**src/cgen_pkg.sv**
```systemverilog
// Constants, register map and carrier types of the system clock generator.
// Assumes a single 40 MHz system clock and an APB register port.
//
// Contract
// Provide main clock for CPU, subsystem clock and crystal-derived aux clock.
// After reset, main clock from internal oscillator, resistor select clear, nominal tap.
// Failed crystal feeding the main clock forces the main clock onto the oscillator.
// Subsystem clock from crystal or oscillator; aux clock always from crystal.
// Crystal oscillator offers low-frequency, high-frequency and external input modes.
// Crystal starts at power-up; with disable set it stops unless feeding main clock.
// Aux and subsystem clocks can be routed out through port pins.
// Oscillator rate set by external or eight internal resistors, then tap and modulation.
// Internal oscillator stops whenever neither CPU nor peripherals use it.
// Generator-off bit shuts down the oscillator dc generator to save power.
// Fault, reset-pin and flash-violation flags share one NMI; sticky until cleared.
// Oscillator fault flag set by the same detection that drives fail-safe switching.
package cgen_pkg;

  // ----------------------------------------------------------------
  // Timing
  // ----------------------------------------------------------------
  localparam int CGEN_CLK_MHZ = 40;
  // Silence on the crystal before declaring it failed (least times)
  localparam int CGEN_LF_FAULT_NS = 200000;
  localparam int CGEN_HF_FAULT_NS = 10000;
  localparam int CGEN_LF_FAULT_CYC = (CGEN_LF_FAULT_NS * CGEN_CLK_MHZ + 999) / 1000;
  localparam int CGEN_HF_FAULT_CYC = (CGEN_HF_FAULT_NS * CGEN_CLK_MHZ + 999) / 1000;
  localparam int CGEN_FCW = 16;

  // ----------------------------------------------------------------
  // Oscillator divider figures
  // ----------------------------------------------------------------
  localparam int CGEN_HW = 6;
  localparam logic [5:0] CGEN_HALF_INT = 6'h10;
  localparam logic [5:0] CGEN_HALF_EXT = 6'h0C;
  localparam logic [2:0] CGEN_STEP_MAX = 3'h7;

  // ----------------------------------------------------------------
  // Register map (byte addresses)
  // ----------------------------------------------------------------
  localparam logic [7:0] CGEN_OFS_DCO = 8'h00;
  localparam logic [7:0] CGEN_OFS_CTRL1 = 8'h04;
  localparam logic [7:0] CGEN_OFS_CTRL2 = 8'h08;
  localparam logic [7:0] CGEN_OFS_STAT = 8'h0C;
  localparam logic [7:0] CGEN_OFS_MASK = 8'h10;
  localparam logic [7:0] CGEN_OFS_LIVE = 8'h14;

  typedef enum logic [1:0] {CGEN_XT_LF, CGEN_XT_HF, CGEN_XT_EXT} cgen_xmode_type;

  typedef struct packed {
    logic [2:0] tap;
    logic [4:0] modulation;
  } cgen_dco_type;

  typedef struct packed {
    cgen_xmode_type xmode;
    logic [2:0] rsel;
  } cgen_ctrl1_type;

  typedef struct packed {
    logic sub_pin_en;
    logic aux_pin_en;
    logic dc_generator_off;
    logic crystal_osc_disable;
    logic external_resistor_select;
    logic sub_sel_crystal;
    logic main_sel_crystal;
  } cgen_ctrl2_type;

  typedef struct packed {
    logic flash_access_violation_flag;
    logic reset_pin_interrupt_flag;
    logic osc_fault_flag;
  } cgen_flags_type;

  // ----------------------------------------------------------------
  // Reset values
  // ----------------------------------------------------------------
  localparam cgen_dco_type CGEN_DCO_RST = 8'h60;
  localparam cgen_ctrl1_type CGEN_CTRL1_RST = 5'h04;
  localparam cgen_ctrl2_type CGEN_CTRL2_RST = 7'h00;
  localparam cgen_flags_type CGEN_FLAGS_RST = 3'h0;

endpackage

```
**src/cgen_fault_det.sv**
```systemverilog
// Crystal activity monitor: flags a failure after too long without an edge.
// Assumes the crystal level arrives already synchronised to clk.
`timescale 1ns/1ps
`default_nettype none
module cgen_fault_det
  import cgen_pkg::*;
#(
  parameter int LF_CYC = CGEN_LF_FAULT_CYC,
  parameter int HF_CYC = CGEN_HF_FAULT_CYC
) (
  // Clock and reset
  input wire logic clk,
  input wire logic nrst,
  // Monitored crystal
  input wire logic xtal_lvl,
  input wire logic run,
  input wire logic short_limit,
  // Result
  output logic fault_q
);

  logic [CGEN_FCW-1:0] cnt_q;
  logic prev_q;
  logic [CGEN_FCW-1:0] limit;

  if (LF_CYC < 2 || HF_CYC < 2 || LF_CYC >= 2**CGEN_FCW || HF_CYC >= 2**CGEN_FCW) begin : g_chk
    $error("cgen_fault_det: fault limits out of range");
  end

  // Low-frequency crystals are slow, so they get the longer limit
  assign limit = short_limit ? CGEN_FCW'(HF_CYC) : CGEN_FCW'(LF_CYC);

  // Edge watchdog; a stopped oscillator is not reported as failed
  always_ff @(posedge clk) begin
    if (!nrst) begin
      cnt_q <= '0;
      prev_q <= 1'b0;
      fault_q <= 1'b0;
    end else begin
      prev_q <= xtal_lvl;
      if (!run || (xtal_lvl != prev_q)) begin
        cnt_q <= '0;
        fault_q <= 1'b0;
      end else if (cnt_q >= limit - CGEN_FCW'(1)) begin
        fault_q <= 1'b1;
      end else begin
        cnt_q <= cnt_q + CGEN_FCW'(1);
      end
    end
  end

endmodule
`default_nettype wire

```
**src/cgen_dco.sv**
```systemverilog
// Digitally controlled oscillator model: a half-period divider of clk with modulation.
// Assumes the half-period is recomputed by the caller from resistor and tap settings.
`timescale 1ns/1ps
`default_nettype none
module cgen_dco
  import cgen_pkg::*;
#(
  parameter int HW = CGEN_HW
) (
  // Clock and reset
  input wire logic clk,
  input wire logic nrst,
  // Control
  input wire logic en,
  input wire logic [HW-1:0] half,
  input wire logic [4:0] modulation,
  // Oscillator output level
  output logic dco_q
);

  logic [HW-1:0] cnt_q;
  logic [4:0] slot_q;
  logic [HW-1:0] target;

  if (HW < 3) begin : g_chk
    $error("cgen_dco: half-period width too small");
  end

  // Stretch some half-periods by one cycle to reach in-between rates
  assign target = (slot_q < modulation) ? half : half - HW'(1);

  // Divider stops dead when disabled, output parked low
  always_ff @(posedge clk) begin
    if (!nrst || !en) begin
      cnt_q <= '0;
      slot_q <= '0;
      dco_q <= 1'b0;
    end else if (cnt_q >= target) begin
      cnt_q <= '0;
      slot_q <= slot_q + 5'h01;
      dco_q <= !dco_q;
    end else begin
      cnt_q <= cnt_q + HW'(1);
    end
  end

endmodule
`default_nettype wire

```
**src/cgen_top.sv**
```systemverilog
// System clock generator: main, subsystem and auxiliary clocks with crystal fail-safe.
// Assumes APB on clk, a crystal level on a pin and same-clock event pulses from
// the reset-pin and flash logic. Clock outputs are levels sampled on clk.
//
// Decided for this implementation: the APB interface to the registers and the register addresses.
`timescale 1ns/1ps
`default_nettype none
module cgen_top
  import cgen_pkg::*;
#(
  parameter int LF_FAULT_CYC = CGEN_LF_FAULT_CYC,
  parameter int HF_FAULT_CYC = CGEN_HF_FAULT_CYC
) (
  // Clock and reset
  input wire logic clk,
  input wire logic nrst,
  // APB slave
  input wire logic psel,
  input wire logic penable,
  input wire logic pwrite,
  input wire logic [7:0] paddr,
  input wire logic [31:0] pwdata,
  output logic [31:0] prdata,
  output logic pready,
  output logic pslverr,
  // Crystal oscillator pins
  input wire logic crystal_osc_clock_pin,
  output logic xtal_drive_en,
  output logic xtal_hf_mode,
  // System requests and events
  input wire logic cpu_off,
  input wire logic periph_dco_request,
  input wire logic reset_pin_event,
  input wire logic flash_access_violation_event,
  // Generated clocks
  output logic main_clock,
  output logic subsystem_clock,
  output logic aux_clock,
  output logic dc_gen_on,
  // Port pin routing
  output logic aux_pin_o,
  output logic aux_pin_oe,
  output logic sub_pin_o,
  output logic sub_pin_oe,
  // Shared non-maskable interrupt
  output logic nmi_irq
);

  // ----------------------------------------------------------------
  // Declarations
  // ----------------------------------------------------------------
  cgen_dco_type dco_q;
  cgen_ctrl1_type ctrl1_q;
  cgen_ctrl2_type ctrl2_q;
  cgen_flags_type flags_q;
  cgen_flags_type flags_d;
  cgen_flags_type mask_q;
  logic xs1_q;
  logic xs2_q;
  logic fault;
  logic dco_lvl;
  logic dco_en_q;
  logic xtal_run;
  logic xtal_lvl;
  logic main_uses_xtal;
  logic dco_need;
  logic [CGEN_HW-1:0] dco_half;
  logic [31:0] rd_mux;
  logic addr_hit;
  logic setup;
  logic access;
  logic wr;
  logic rd_stat;

  // ----------------------------------------------------------------
  // Crystal input synchroniser and monitor
  // ----------------------------------------------------------------
  // Pin is asynchronous to clk; only the second stage is read
  always_ff @(posedge clk) begin
    if (!nrst) begin
      xs1_q <= 1'b0;
      xs2_q <= 1'b0;
    end else begin
      xs1_q <= crystal_osc_clock_pin;
      xs2_q <= xs1_q;
    end
  end

  // Oscillator keeps running while picked for the main clock, even when failing,
  // so that it can recover
  assign xtal_run = !ctrl2_q.crystal_osc_disable || ctrl2_q.main_sel_crystal;
  assign xtal_lvl = xs2_q && xtal_run;

  cgen_fault_det #(
    .LF_CYC(LF_FAULT_CYC),
    .HF_CYC(HF_FAULT_CYC)
  ) u_fault (
    .clk(clk),
    .nrst(nrst),
    .xtal_lvl(xs2_q),
    .run(xtal_run),
    .short_limit(ctrl1_q.xmode != CGEN_XT_LF),
    .fault_q(fault)
  );

  // ----------------------------------------------------------------
  // Internal oscillator
  // ----------------------------------------------------------------
  // Base from resistor choice, then one of eight resistor steps, then the tap
  assign dco_half = (ctrl2_q.external_resistor_select ? CGEN_HALF_EXT : CGEN_HALF_INT)
                  + CGEN_HW'({(CGEN_STEP_MAX - ctrl1_q.rsel), 1'b0})
                  + CGEN_HW'(CGEN_STEP_MAX - dco_q.tap);

  // Fail-safe: a failed crystal never drives the main clock
  assign main_uses_xtal = ctrl2_q.main_sel_crystal && !fault;

  // Oscillator runs only with a live consumer and the generator powered
  assign dco_need = !ctrl2_q.dc_generator_off
                  && ((!main_uses_xtal && !cpu_off)
                      || (!ctrl2_q.sub_sel_crystal && periph_dco_request));

  always_ff @(posedge clk) begin
    if (!nrst) begin
      dco_en_q <= 1'b0;
      dc_gen_on <= 1'b0;
    end else begin
      dco_en_q <= dco_need;
      dc_gen_on <= !ctrl2_q.dc_generator_off;
    end
  end

  cgen_dco #(
    .HW(CGEN_HW)
  ) u_dco (
    .clk(clk),
    .nrst(nrst),
    .en(dco_en_q),
    .half(dco_half),
    .modulation(dco_q.modulation),
    .dco_q(dco_lvl)
  );

  // ----------------------------------------------------------------
  // Clock outputs and pin routing
  // ----------------------------------------------------------------
  // Registered muxes; a switch may shorten one phase, a tolerated trade for size
  always_ff @(posedge clk) begin
    if (!nrst) begin
      main_clock <= 1'b0;
      subsystem_clock <= 1'b0;
      aux_clock <= 1'b0;
    end else begin
      main_clock <= !cpu_off && (main_uses_xtal ? xtal_lvl : dco_lvl);
      subsystem_clock <= ctrl2_q.sub_sel_crystal ? xtal_lvl : dco_lvl;
      aux_clock <= xtal_lvl;
    end
  end

  // Port pins mirror the same source levels as the internal clocks
  always_ff @(posedge clk) begin
    if (!nrst) begin
      aux_pin_o <= 1'b0;
      aux_pin_oe <= 1'b0;
      sub_pin_o <= 1'b0;
      sub_pin_oe <= 1'b0;
    end else begin
      aux_pin_oe <= ctrl2_q.aux_pin_en;
      aux_pin_o <= ctrl2_q.aux_pin_en && xtal_lvl;
      sub_pin_oe <= ctrl2_q.sub_pin_en;
      sub_pin_o <= ctrl2_q.sub_pin_en && (ctrl2_q.sub_sel_crystal ? xtal_lvl : dco_lvl);
    end
  end

  // Crystal amplifier controls
  always_ff @(posedge clk) begin
    if (!nrst) begin
      xtal_drive_en <= 1'b1;
      xtal_hf_mode <= 1'b0;
    end else begin
      xtal_drive_en <= xtal_run && (ctrl1_q.xmode != CGEN_XT_EXT);
      xtal_hf_mode <= ctrl1_q.xmode == CGEN_XT_HF;
    end
  end

  // ----------------------------------------------------------------
  // APB slave
  // ----------------------------------------------------------------
  assign setup = psel && !penable;
  assign access = psel && penable && pready;
  assign wr = access && pwrite && !pslverr;
  assign rd_stat = access && !pwrite && !pslverr && (paddr == CGEN_OFS_STAT);

  // Read data and decode of the addressed word
  always_comb begin
    rd_mux = 32'h00000000;
    addr_hit = 1'b1;
    case (paddr)
      CGEN_OFS_DCO: rd_mux = 32'(dco_q);
      CGEN_OFS_CTRL1: rd_mux = 32'(ctrl1_q);
      CGEN_OFS_CTRL2: rd_mux = 32'(ctrl2_q);
      CGEN_OFS_STAT: rd_mux = 32'(flags_q);
      CGEN_OFS_MASK: rd_mux = 32'(mask_q);
      CGEN_OFS_LIVE: rd_mux = 32'({dco_en_q, xtal_run, fault, main_uses_xtal});
      default: addr_hit = 1'b0;
    endcase
  end

  // One access cycle always; data captured in setup so it holds through access
  always_ff @(posedge clk) begin
    if (!nrst) begin
      pready <= 1'b0;
      pslverr <= 1'b0;
      prdata <= 32'h00000000;
    end else begin
      pready <= setup;
      if (setup) begin
        pslverr <= !addr_hit;
        prdata <= pwrite ? 32'h00000000 : rd_mux;
      end
    end
  end

  // Control registers
  always_ff @(posedge clk) begin
    if (!nrst) begin
      dco_q <= CGEN_DCO_RST;
      ctrl1_q <= CGEN_CTRL1_RST;
      ctrl2_q <= CGEN_CTRL2_RST;
      mask_q <= CGEN_FLAGS_RST;
    end else if (wr) begin
      case (paddr)
        CGEN_OFS_DCO: dco_q <= pwdata[$bits(cgen_dco_type)-1:0];
        CGEN_OFS_CTRL1: begin
          // The unused mode code falls back to the low-frequency mode
          if (pwdata[4:3] == 2'h3) begin
            ctrl1_q <= {CGEN_XT_LF, pwdata[2:0]};
          end else begin
            ctrl1_q <= pwdata[$bits(cgen_ctrl1_type)-1:0];
          end
        end
        CGEN_OFS_CTRL2: ctrl2_q <= pwdata[$bits(cgen_ctrl2_type)-1:0];
        CGEN_OFS_MASK: mask_q <= pwdata[$bits(cgen_flags_type)-1:0];
        default: ;
      endcase
    end
  end

  // ----------------------------------------------------------------
  // Sticky flags and shared interrupt
  // ----------------------------------------------------------------
  // A status read clears, but an event in the same cycle wins
  always_comb begin
    flags_d = rd_stat ? CGEN_FLAGS_RST : flags_q;
    flags_d.osc_fault_flag = flags_d.osc_fault_flag || fault;
    flags_d.reset_pin_interrupt_flag = flags_d.reset_pin_interrupt_flag || reset_pin_event;
    flags_d.flash_access_violation_flag = flags_d.flash_access_violation_flag
                                        || flash_access_violation_event;
  end

  always_ff @(posedge clk) begin
    if (!nrst) begin
      flags_q <= CGEN_FLAGS_RST;
      nmi_irq <= 1'b0;
    end else begin
      flags_q <= flags_d;
      nmi_irq <= |(flags_d & mask_q);
    end
  end

  // ----------------------------------------------------------------
  // Assertions
  // ----------------------------------------------------------------
  property p_reset_defaults;
    @(posedge clk) $rose(nrst) |-> (!ctrl2_q.main_sel_crystal
      && !ctrl2_q.external_resistor_select && dco_q == CGEN_DCO_RST);
  endproperty
  a_reset_defaults: assert property (p_reset_defaults)
    else $error("reset defaults wrong");

  property p_failsafe;
    @(posedge clk) disable iff (!nrst)
      (fault && !cpu_off) ##1 !cpu_off |-> main_clock == $past(dco_lvl);
  endproperty
  a_failsafe: assert property (p_failsafe)
    else $error("main clock not on oscillator after crystal fault");

  property p_aux_from_crystal;
    @(posedge clk) disable iff (!nrst)
      ##1 aux_clock == $past(xs2_q && xtal_run);
  endproperty
  a_aux_from_crystal: assert property (p_aux_from_crystal)
    else $error("aux clock not following crystal");

  property p_crystal_stop;
    @(posedge clk) disable iff (!nrst)
      (ctrl2_q.crystal_osc_disable && !ctrl2_q.main_sel_crystal)[*2] |-> !xtal_drive_en && !aux_clock;
  endproperty
  a_crystal_stop: assert property (p_crystal_stop)
    else $error("crystal still running while disabled");

  property p_pin_route;
    @(posedge clk) disable iff (!nrst)
      aux_pin_oe |-> aux_pin_o == aux_clock;
  endproperty
  a_pin_route: assert property (p_pin_route)
    else $error("aux pin differs from aux clock");

  property p_dco_stop;
    @(posedge clk) disable iff (!nrst)
      !dco_need ##1 !dco_need |=> !dco_lvl;
  endproperty
  a_dco_stop: assert property (p_dco_stop)
    else $error("oscillator running without a consumer");

  property p_gen_off;
    @(posedge clk) disable iff (!nrst)
      ctrl2_q.dc_generator_off |=> !dc_gen_on && !dco_en_q;
  endproperty
  a_gen_off: assert property (p_gen_off)
    else $error("generator on while switched off");

  property p_flag_sticky;
    @(posedge clk) disable iff (!nrst)
      (flags_q.reset_pin_interrupt_flag && !rd_stat) |=> flags_q.reset_pin_interrupt_flag;
  endproperty
  a_flag_sticky: assert property (p_flag_sticky)
    else $error("flag lost without a read");

  property p_fault_flag;
    @(posedge clk) disable iff (!nrst)
      fault |=> flags_q.osc_fault_flag && (nmi_irq || !$past(mask_q.osc_fault_flag));
  endproperty
  a_fault_flag: assert property (p_fault_flag)
    else $error("fault did not raise its flag");

endmodule
`default_nettype wire

```
**config.mk**
```make
export PLATFORM = sky130hd
export DESIGN_NAME = cgen_top
export DESIGN_NICKNAME = d
export VERILOG_FILES = /design/src/cgen_pkg.sv /design/src/cgen_fault_det.sv /design/src/cgen_dco.sv /design/src/cgen_top.sv
export SDC_FILE = /design/constraint.sdc
export NUM_CORES = 1
export LEC_CHECK = 0
export ABC_AREA = 1
export ABC_CLOCK_PERIOD_IN_PS = 4500
export BUFFER_PORTS_ARGS = -buffer_cell sky130_fd_sc_hd__clkbuf_2
export CORE_MARGIN = 2
export CORE_UTILIZATION = 25
export DETAILED_ROUTE_END_ITERATION = 10
export PLACE_DENSITY = 0.41
export SLEW_MARGIN = 20
export SYNTH_ARGS = -nofsm -noshare
export SYNTH_HDL_FRONTEND = slang
export SYNTH_SLANG_ARGS = --single-unit
```
**constraint.sdc**
```tcl
create_clock -name clk -period 4.5 [get_ports clk]
set_input_delay 1.125 -clock clk [delete_from_list [all_inputs] [get_ports clk]]
set_output_delay 1.125 -clock clk [all_outputs]
set_load 0.01 [all_outputs]
```
# Yosys cells after proc, flatten, opt, wreduce, memory -nomap -nowiden

Index checks and enable logic that the tools add are counted.
W data, S select, Z words.

Input bits: 50
Output and inout bits: 45
Flip-flop bits (word level): 104
Word-level logic and storage cells: 121

Bitwise gates (word level): 2
Multiplexer cells: 10
Reduce and logical (&&, ||, !) cells: 48
Add/subtract/negate cells: 9
Equal/unequal tests: 9
$lt $le $gt $ge: 3

Operator list:

| cell                    | count |
|---|---|
| $pmux W8 S6             | 1 |
| $mux W32                | 1 |
| $logic_and A1 B1 Y1     | 17 |
| $add A16 B1 Y16 const B | 1 |
| $eq A8 B4 Y1 const B    | 2 |
| $eq A8 B5 Y1 const B    | 2 |
| $ge A16 B16 Y1          | 1 |
| $sub A16 B1 Y16 const B | 1 |
| $logic_not A1 Y1        | 14 |
| $mux W13                | 1 |
| $mux W5                 | 2 |
| $eq A8 B3 Y1 const B    | 1 |
| $logic_not A8 Y1        | 1 |
| $reduce_and A2 Y1       | 4 |
| $logic_or A1 B1 Y1      | 7 |
| $add A5 B4 Y6           | 1 |
| $add A6 B1 Y6 const B   | 1 |
| $add A6 B6 Y6           | 1 |
| $ge A6 B6 Y1            | 1 |
| $mux W6                 | 1 |
| $reduce_or A6 Y1        | 1 |
| $sub A6 B1 Y6 const B   | 1 |
| $add A5 B1 Y5 const B   | 1 |
| $lt A5 B5 Y1            | 1 |
| other kinds (13)        | 16 |

# Depth between registers and ports, before layout

Gate-level depths: netlist (run 1).

Depth after elaboration: 9
Depth in mapped cells: 20
Depth with buffers taken out: 20

# Cells and area by module

From an unflattened synthesis (run 1), not the netlist that was laid out.

Cells, all modules: 641
Area total of the unflattened synthesis: 4648.2 um^2

Modules (own cells, without submodules):

| module         | area an instance (um^2) | times used | cells each | seq. area each (um^2) |
|---|---|---|---|---|
| cgen_top       | 2486.1                  | 1          | 336        | 1001.0 |
| cgen_fault_det | 1193.6                  | 1          | 173        | 360.3 |
| cgen_dco       | 968.4                   | 1          | 132        | 240.2 |

# Least setup slack after synthesis (run 1)

OpenSTA, ideal clock, no wires.

Kind: flip-flop to flip-flop
From: register ctrl2_q[2] in the netlist's numbering
To: register u_dco.cnt_q[3]
Clock period less this slack: 3254 ps
Data required time: 4430 ps
Data arrival time: 3184 ps
Slack: 1246 ps
Buffers on the path: 0
Library setup time: 70 ps
Cell stages (with the launch flop): 21
Path through: dfxtp_1 > inv_1 > fa_1 > inv_1 > ha_1 > inv_1 > fa_1 > xnor2_1 > nand3_1 > nor2_1 > nand2_1 > xor2_1 > inv_1 > ha_1 > nand2_1 > inv_1 > nor3_1 > nand2_1 > inv_1 > nand3_2 > a21oi_1

Cells in the longest elaborated chain, start to end: 7

Ends and longest elaborated chain:

| what                         | RTL line        | text |
|---|---|---|
| start: declaration           | cgen_top.sv:54  | `cgen_ctrl2_type ctrl2_q;` |
| start signal: assignment     | cgen_top.sv:241 | `CGEN_OFS_CTRL2: ctrl2_q <= pwdata[$bits(cgen_ctrl2_type)-1:0];` |
| $mux W5 *                    | cgen_top.sv:110 | `assign dco_half = (ctrl2_q.external_resistor_select ? CGEN_HALF_EXT : CGEN_HALF_INT)` |
| $add A5 B4 Y6 *              | cgen_top.sv:111 | `+ CGEN_HW'({(CGEN_STEP_MAX - ctrl1_q.rsel), 1'b0})` |
| $add A6 B6 Y6 *              | cgen_top.sv:112 | `+ CGEN_HW'(CGEN_STEP_MAX - dco_q.tap);` |
| $sub A6 B1 Y6                | cgen_dco.sv:30  | `assign target = (slot_q < modulation) ? half : half - HW'(1);` |
| $mux W6 *                    | cgen_dco.sv:30  |  |
| $ge A6 B6 Y1 *               | cgen_dco.sv:38  | `end else if (cnt_q >= target) begin` |
| $reduce_or A2 Y1 (no line) * | --              |  |
| end signal: assignment       | cgen_dco.sv:43  | `cnt_q <= cnt_q + HW'(1);` |
| end: declaration             | cgen_dco.sv:21  | `logic [HW-1:0] cnt_q;` |

Every way passes the cells marked *; elsewhere a longest branch is shown, timed or not.
A chain may end at the register's enable or synchronous reset.

# Worst setup path in the final report (run 1)

Same ends and word-level chain as after synthesis.

==> results of run 1 <==
-- area by class of cell --
type	count	area share [%]
tap	225	5.61
clock inverter	5	1.12
timing repair buffer	46	4.59
sequential	80	31.9
clock buffer	11	4.84
multi-input combinational	433	46.5
inverter	73	5.46
-- how the worst max path moves through the flow --
stage	from	to	slack, ps
2_1_floorplan	ctrl2_q[2]	u_dco.cnt_q[3]	1250
3_3_place_gp	ctrl2_q[2]	u_dco.cnt_q[3]	710
3_5_place_dp	ctrl2_q[2]	u_dco.cnt_q[3]	690
4_1_cts	ctrl2_q[2]	u_dco.cnt_q[3]	620
5_1_grt	ctrl2_q[2]	u_dco.cnt_q[3]	330
6_report	ctrl2_q[2]	u_dco.cnt_q[3]	670
-- flip-flops by register name, summed over array words and instances (netlist names), 3 cells and up --
register,flops
u_dco.cnt_q,6
u_fault.cnt_q,16
ctrl2_q,7
mask_q,3
prdata,8
u_dco.slot_q,5
flags_q,3
ctrl1_q,5
dco_q,8
-- logic make-up (layout without fill, tap and decap cells) --
| group | count (synthesis) | in the layout | synth area share (%) |
|---|---|---|---|
| simple gates | 275 | 275 | 27.9 |
| xor+xnor | 22 | 22 | 4.41 |
| fa+ha+maj | 28 | 28 | 8.36 |
| flops | 80 | 80 | 36.6 |
| buf+inv | 109 | 135 | 11.9 |
| compound gates | 84 | 84 | 10.6 |
| other cells | 1 | 24 | 0.0858 |
-- worst reg2reg max path, stage by stage (launching register included) --
cell and delay, ps:
dfxtp_1 410, inv_1 110, fa_1 450, inv_1 70, ha_1 160, inv_1 60, fa_1 380, xnor2_1 230
nand3_1 100, nor2_1 100, nand2_1 70, xor2_1 180, inv_1 60, ha_1 280, nand2_1 90, nor2_1 50
nor3_1 160, nand2_1 220, inv_1 240, nand3_2 170, a21oi_1 170
-- through the flow --
step           power [uW]  hold WS, ps  setup slack [ps]  std cells
2_1_floorplan         799          390              1250        622
3_3_place_gp          812          411               713        857
3_5_place_dp          813          419               691        857
4_1_cts              1560          425               622        873
5_1_grt              1610          441               328        873
6_report             1540          422               667        873
-- where the power goes --
part	leakage (uW)	internal (uW)	switching (uW)	total [uW]
combinational	0.00142	20.9	52.8	73.7
sequential	0.000647	716	6.42	722
clock	0.000145	444	301	745
-- cells in the final DEF (no fill, tap or decap), drive strengths merged --
cell      count
clkinvlp      1
o21ai        28
nand3        49
bufinv        1
a221oi        1
clkbuf       57
xnor2         9
nor2         74
o211ai        4
clkinv        3
inv          73
a21boi        1
nand4         6
a2111oi       1
xor2         13
ha           26
a21oi        48
nor3         10
nand2       131
or2           1
conb         24
fa            2
dfxtp        80
nand3b        1
nor3b         3
a31oi         1
-- synthesized netlist by cell type (all sizes together) --
master / number
nand2: 131
dfxtp: 80
nor2: 74
inv: 73
nand3: 49
a21oi: 48
buf: 29
o21ai: 28
ha: 26
xor2: 13
nor3: 10
xnor2: 9
clkbuf: 7
nand4: 6
o211ai: 4
nor3b: 3
fa: 2
a2111oi: 1
a21boi: 1
a221oi: 1
a31oi: 1
conb: 1
nand3b: 1
or2: 1
-- metal layers --
layer  vias up  global-route usage [%]  wire length, um  share of wire (%)
met5         -                       0                0                  0
met4         0                    4.98              205                1.9
met3        16                    2.50              347                3.2
met2        70                    19.6             4920                 45
met1      1684                    16.1             5350                 49
li1       1964                       -                -                  -
==> impl_results.md, run 1 <==
- Initial Util: 25.4%
- CP max FO: 8
- Cell mode on critical path: inv_1
- Antenna-violating nets left: 0
- Yosys reg bits: 80
- GRT overflow: 0
- Fin. max-slew vios: 0
- Die height: 136 um
- Share of the synthesized area in the top cell type: 36.6%
- CP top delay family: adder cells
- Setup_tns: 0 ps
- FILL cells: 1920
- Delay of the slowest critical-path stage: 450 ps
- Synth cell types: 37
- Critical R2R Capture: u_dco.cnt_q[3]
- Hold_buf cts: 0
- Vias per cell: 4.28
- Layout net count: 721
- Clock sinks: 80
- Num CTS Buffers: 9
- Power Density: 307 nW/um^2
- CTS Buffer Depth: 2
- Seq/Total Area, Yosys: 36.6%
- CTS tree: done
- CP Depth: 20
- Post-Synthesis Cells: 599
- Worst Hold Depth: 2
- Layout cells sized above 1: 13.6%
- Boundary Pins: 95
- Post-cts sizing count: 0
- Setup slack, reg-to-reg: 670 ps
- Worst slew pin tran: 758 ps
- Synth Warn #: 0
- Slowest-stage cell, CP: fa_1
- IO Port Bufs: 46
- Clk_lat worst skew: 340 ps
- Hold Startpoint: xs1_q
- Outcome: finished, final reports clean
- Final HPWL DP: 8460 um
- Antenna Cells: 0
- Largest area contributor in the netlist: dfxtp_1
- Fin crit share: 85.2%
- CTS Root Cell: clkbuf_16
- CP required: 4770 ps
- Synth Cell Area: 4370 sq um
- DR vias: 3734
- Core ar.: 17200 sq um
- WP buf/inv: 5
- Dominant cells by area after synthesis: dfxtp_1 37%, nand2_1 11%, ha_1 7.4%
- Final Cell Area: 5020 sq um
- Max Clock Skew: 9.04 ps
- Area Growth Syn to Fin: 14.9%
- Vias in the first global route: 3538
- GP Congestion: 0.771
- Routed wire length: 10800 um
- FP Rows: 48
- CP endpoint kind: flop
- Area occupied by multi-input gates: 2330 sq um
- Worst setup SP type: flop
- FMAX: 261 MHz
- Clock slew at reported path FFs: 60 ps
- Endpoints failing hold: 0
- H-tree depth: 3
- DR iter-0 viols: 168
- RSZ-0062 raised after global routing: false
- Worst vdd ir: 0.164 mV
- Hold EP: xs2_q
- R2R depth: 20
- DP Area: 4720 sq um
- Post-CTS Setup Repair Bufs: 0
- Lkg Pwr: 0.00221 uW
- Full die area: 18600 sq um
- Tmin final: 3830 ps
- Hold WC Path Type: reg2reg
- Relative max-transition margin: 49.4%
- Drt drc: 0
- Final setup vio count: 0
- First-pass GRT wire length: 17700 um
- FF+latch area: 1600 sq um
- Synth Area per Inst: 7.30 sq um
- Pin count of the biggest net entering global routing: 36
- R2r startpoint: ctrl2_q[2]
- Final core utilization: 29.2%
- First drt pass iteration count: 4
- Max-cap violations: 0
- CP cell instances: inv_1 -> fa_1 -> inv_1 -> ha_1 -> inv_1 -> fa_1 -> xnor2_1 -> nand3_1 -> nor2_1 -> nand2_1 -> xor2_1 -> inv_1 -> ha_1 -> nand2_1 -> nor2_1 -> nor3_1 -> nand2_1 -> inv_1 -> nand3_2 -> a21oi_1
- Global-route usage over all layers: 12.3%
- Critical Path AT: 4100 ps
- Horiz. Die Dim: 136 um
- Setup CP Type: reg2reg
- Antenna violations before repair: 0
- Routed len/inst: 12.4 um
Power figures use the tool's default switching activity.
==> inputs of run 2 (changes only) <==
Settings changed: CORE_UTILIZATION 25 to 55, PLACE_DENSITY 0.41 to 0.79.
==> run 2 against run 1 <==
Net effect:
- worst setup slack better by 76 ps
- sequential cell count unchanged
- routed wire length down 12%
- core utilization up 33 points
- combinational power down 2%
==> impl_results.md, run 2 (same netlist as run 1, synthesis figures left out) <==
- Setup_tns: 0 ps (unchanged)
- DR iter-0 viols: 174 (was 168)
- Hold_buf cts: 0 (unchanged)
- Vias per cell: 5.19 (was 4.28)
- GRT overflow: 0 (unchanged)
- Post-cts sizing count: 0 (unchanged)
- Worst setup SP type: flop (unchanged)
- Worst vdd ir: 0.196 mV (was 0.164 mV)
- Biggest regs: u_fault.cnt_q: 16 flops, dco_q: 8 flops, prdata: 8 flops (unchanged)
- Fin crit share: 83.5% (was 85.2%)
- CP required: 4780 ps (was 4770 ps)
- Antenna Cells: 0 (unchanged)
- Outcome: finished, final reports clean (unchanged)
- Clock slew at reported path FFs: 80 ps (was 60 ps)
- Horiz. Die Dim: 93.1 um (was 136 um)
- Num CTS Buffers: 9 (unchanged)
- FMAX: 266 MHz (was 261 MHz)
- Commonest non-fill, non-tap cell in the layout: nand2_1 (unchanged)
- Clock sinks: 80 (unchanged)
- Layout cells sized above 1: 13.3% (was 13.6%)
- Pin count of the biggest net entering global routing: 36 (unchanged)
- Max-cap violations: 0 (unchanged)
- CTS tree: done (unchanged)
- Initial Util: 56.6% (was 25.4%)
- Tmin final: 3760 ps (was 3830 ps)
- Drt drc: 0 (unchanged)
- Final WS setup: 743 ps (was 667 ps)
- Antenna-violating nets left: 0 (unchanged)
- Routed wire length: 9500 um (was 10800 um)
- GP Congestion: 0.927 (was 0.771)
- Max Clock Skew: 11.0 ps (was 9.04 ps)
- Relative max-transition margin: 53.1% (was 49.4%)
- CTS Buffer Depth: 2 (unchanged)
- Commonest cells after routing, fill and taps aside: 126 x nand2_1, 80 x dfxtp_1, 68 x inv_1 (unchanged)
- Post-CTS Setup Repair Bufs: 0 (unchanged)
- FP Rows: 32 (was 48)
- Lkg Pwr: 0.00217 uW (was 0.00221 uW)
- Final core utilization: 61.9% (was 29.2%)
- Global-route usage over all layers: 23.8% (was 12.3%)
- Hold WC Path Type: reg2reg (unchanged)
- Area Growth Syn to Fin: 9.39% (was 14.9%)
- Clk_lat worst skew: 360 ps (was 340 ps)
- Max reg flops: 16 (unchanged)
- CTS Root Cell: clkbuf_8 (was clkbuf_16)
- Setup CP Type: reg2reg (unchanged)
- Fin. max-slew vios: 0 (unchanged)
- Critical Path AT: 4040 ps (was 4100 ps)
- Die height: 93.1 um (was 136 um)
- RSZ-0062 raised after global routing: false (unchanged)
- Layout net count: 721 (unchanged)
- CP endpoint kind: flop (unchanged)
- First drt pass iteration count: 5 (was 4)
- Area occupied by multi-input gates: 2330 sq um (unchanged)
- Power Density: 288 nW/um^2 (was 307 nW/um^2)
- Full die area: 8680 sq um (was 18600 sq um)
- Worst slew pin tran: 703 ps (was 758 ps)
- Antenna violations before repair: 0 (unchanged)
- FF+latch area: 1600 sq um (unchanged)
- Biggest register: u_fault.cnt_q (unchanged)
- First-pass GRT wire length: 16400 um (was 17700 um)
- Vias in the first global route: 3680 (was 3538)
- Core ar.: 7730 sq um (was 17200 sq um)
- Post-place setup slack: 789 ps (was 691 ps)
- Final HPWL DP: 7190 um (was 8460 um)
- Boundary Pins: 95 (unchanged)
- DR vias: 3895 (was 3734)
- H-tree depth: 3 (unchanged)
- Endpoints failing hold: 0 (unchanged)
- FILL cells: 721 (was 1920)
- Routed len/inst: 12.7 um (was 12.4 um)
- CP max FO: 8 (unchanged)
- Final setup vio count: 0 (unchanged)
- IO Port Bufs: 46 (unchanged)
==> run 2: changes by cell type in the layout (fill, tap and decap cells not counted), sizes merged <==
cell,before,now
clkbuf,57,59
clkinv,3,1
bufinv,1,2
clkinvlp,1,0
==> run 2: worst paths after layout <==
| check | startpoint | endpoint | slack, ps | cells after the start |
|---|---|---|---|---|
| min | ctrl2_q[5] | aux_pin_oe | 430 | 2 |
| min reg2reg | ctrl2_q[5] | aux_pin_oe | 430 | 2 |
| max reg2reg | ctrl2_q[2] | u_dco.cnt_q[3] | 740 | 20 |
| max | ctrl2_q[2] | u_dco.cnt_q[3] | 740 | 20 |
==> run 2: power breakdown <==
part,switching [uW],internal [uW],total (uW)
registers,6.34,715,721
logic,51.3,21.0,72.3
clock network,256,328,583
==> run 2: final cells by class <==
type | instances | area share (%)
flip-flops and latches | 80 | 33.5
clock buffers | 13 | 3.11
clock inverters | 3 | 1.36
inverters | 73 | 5.73
repair buffers | 46 | 4.82
well taps | 102 | 2.67
multi-input cells | 433 | 48.8
==> run 2: critical path, stage by stage (launching register included) <==
cell and delay, ps:
dfxtp_1 430, inv_1 120, fa_1 450, inv_1 70, ha_1 160, inv_1 50
fa_1 380, xnor2_1 250, nand3_1 100, nor2_1 100, nand2_1 70, xor2_1 150
inv_1 60, ha_1 280, nand2_1 90, nor2_1 50, nor3_1 120, nand2_1 190
inv_1 220, nand3_2 160, a21oi_1 150
==> run 2: routing by layer <==
| layer | routed length [um] | global-route usage, % |
|---|---|---|
| met1 | 4150 | 28.7 |
| met2 | 4590 | 41.5 |
| met3 | 503 | 3.63 |
| met4 | 255 | 11.3 |
| met5 | 0 | 0 |
==> run 2: metrics by stage <==
step / hold slack, ps / power [uW] / cells / instance area (sq um)
after floorplan: 390 / 799 / 622 / 4460
after detailed placement: 411 / 809 / 734 / 4570
final: 426 / 1380 / 750 / 4780
after global routing: 448 / 1430 / 750 / 4780
after global placement: 406 / 806 / 734 / 4570
after CTS: 429 / 1390 / 750 / 4780
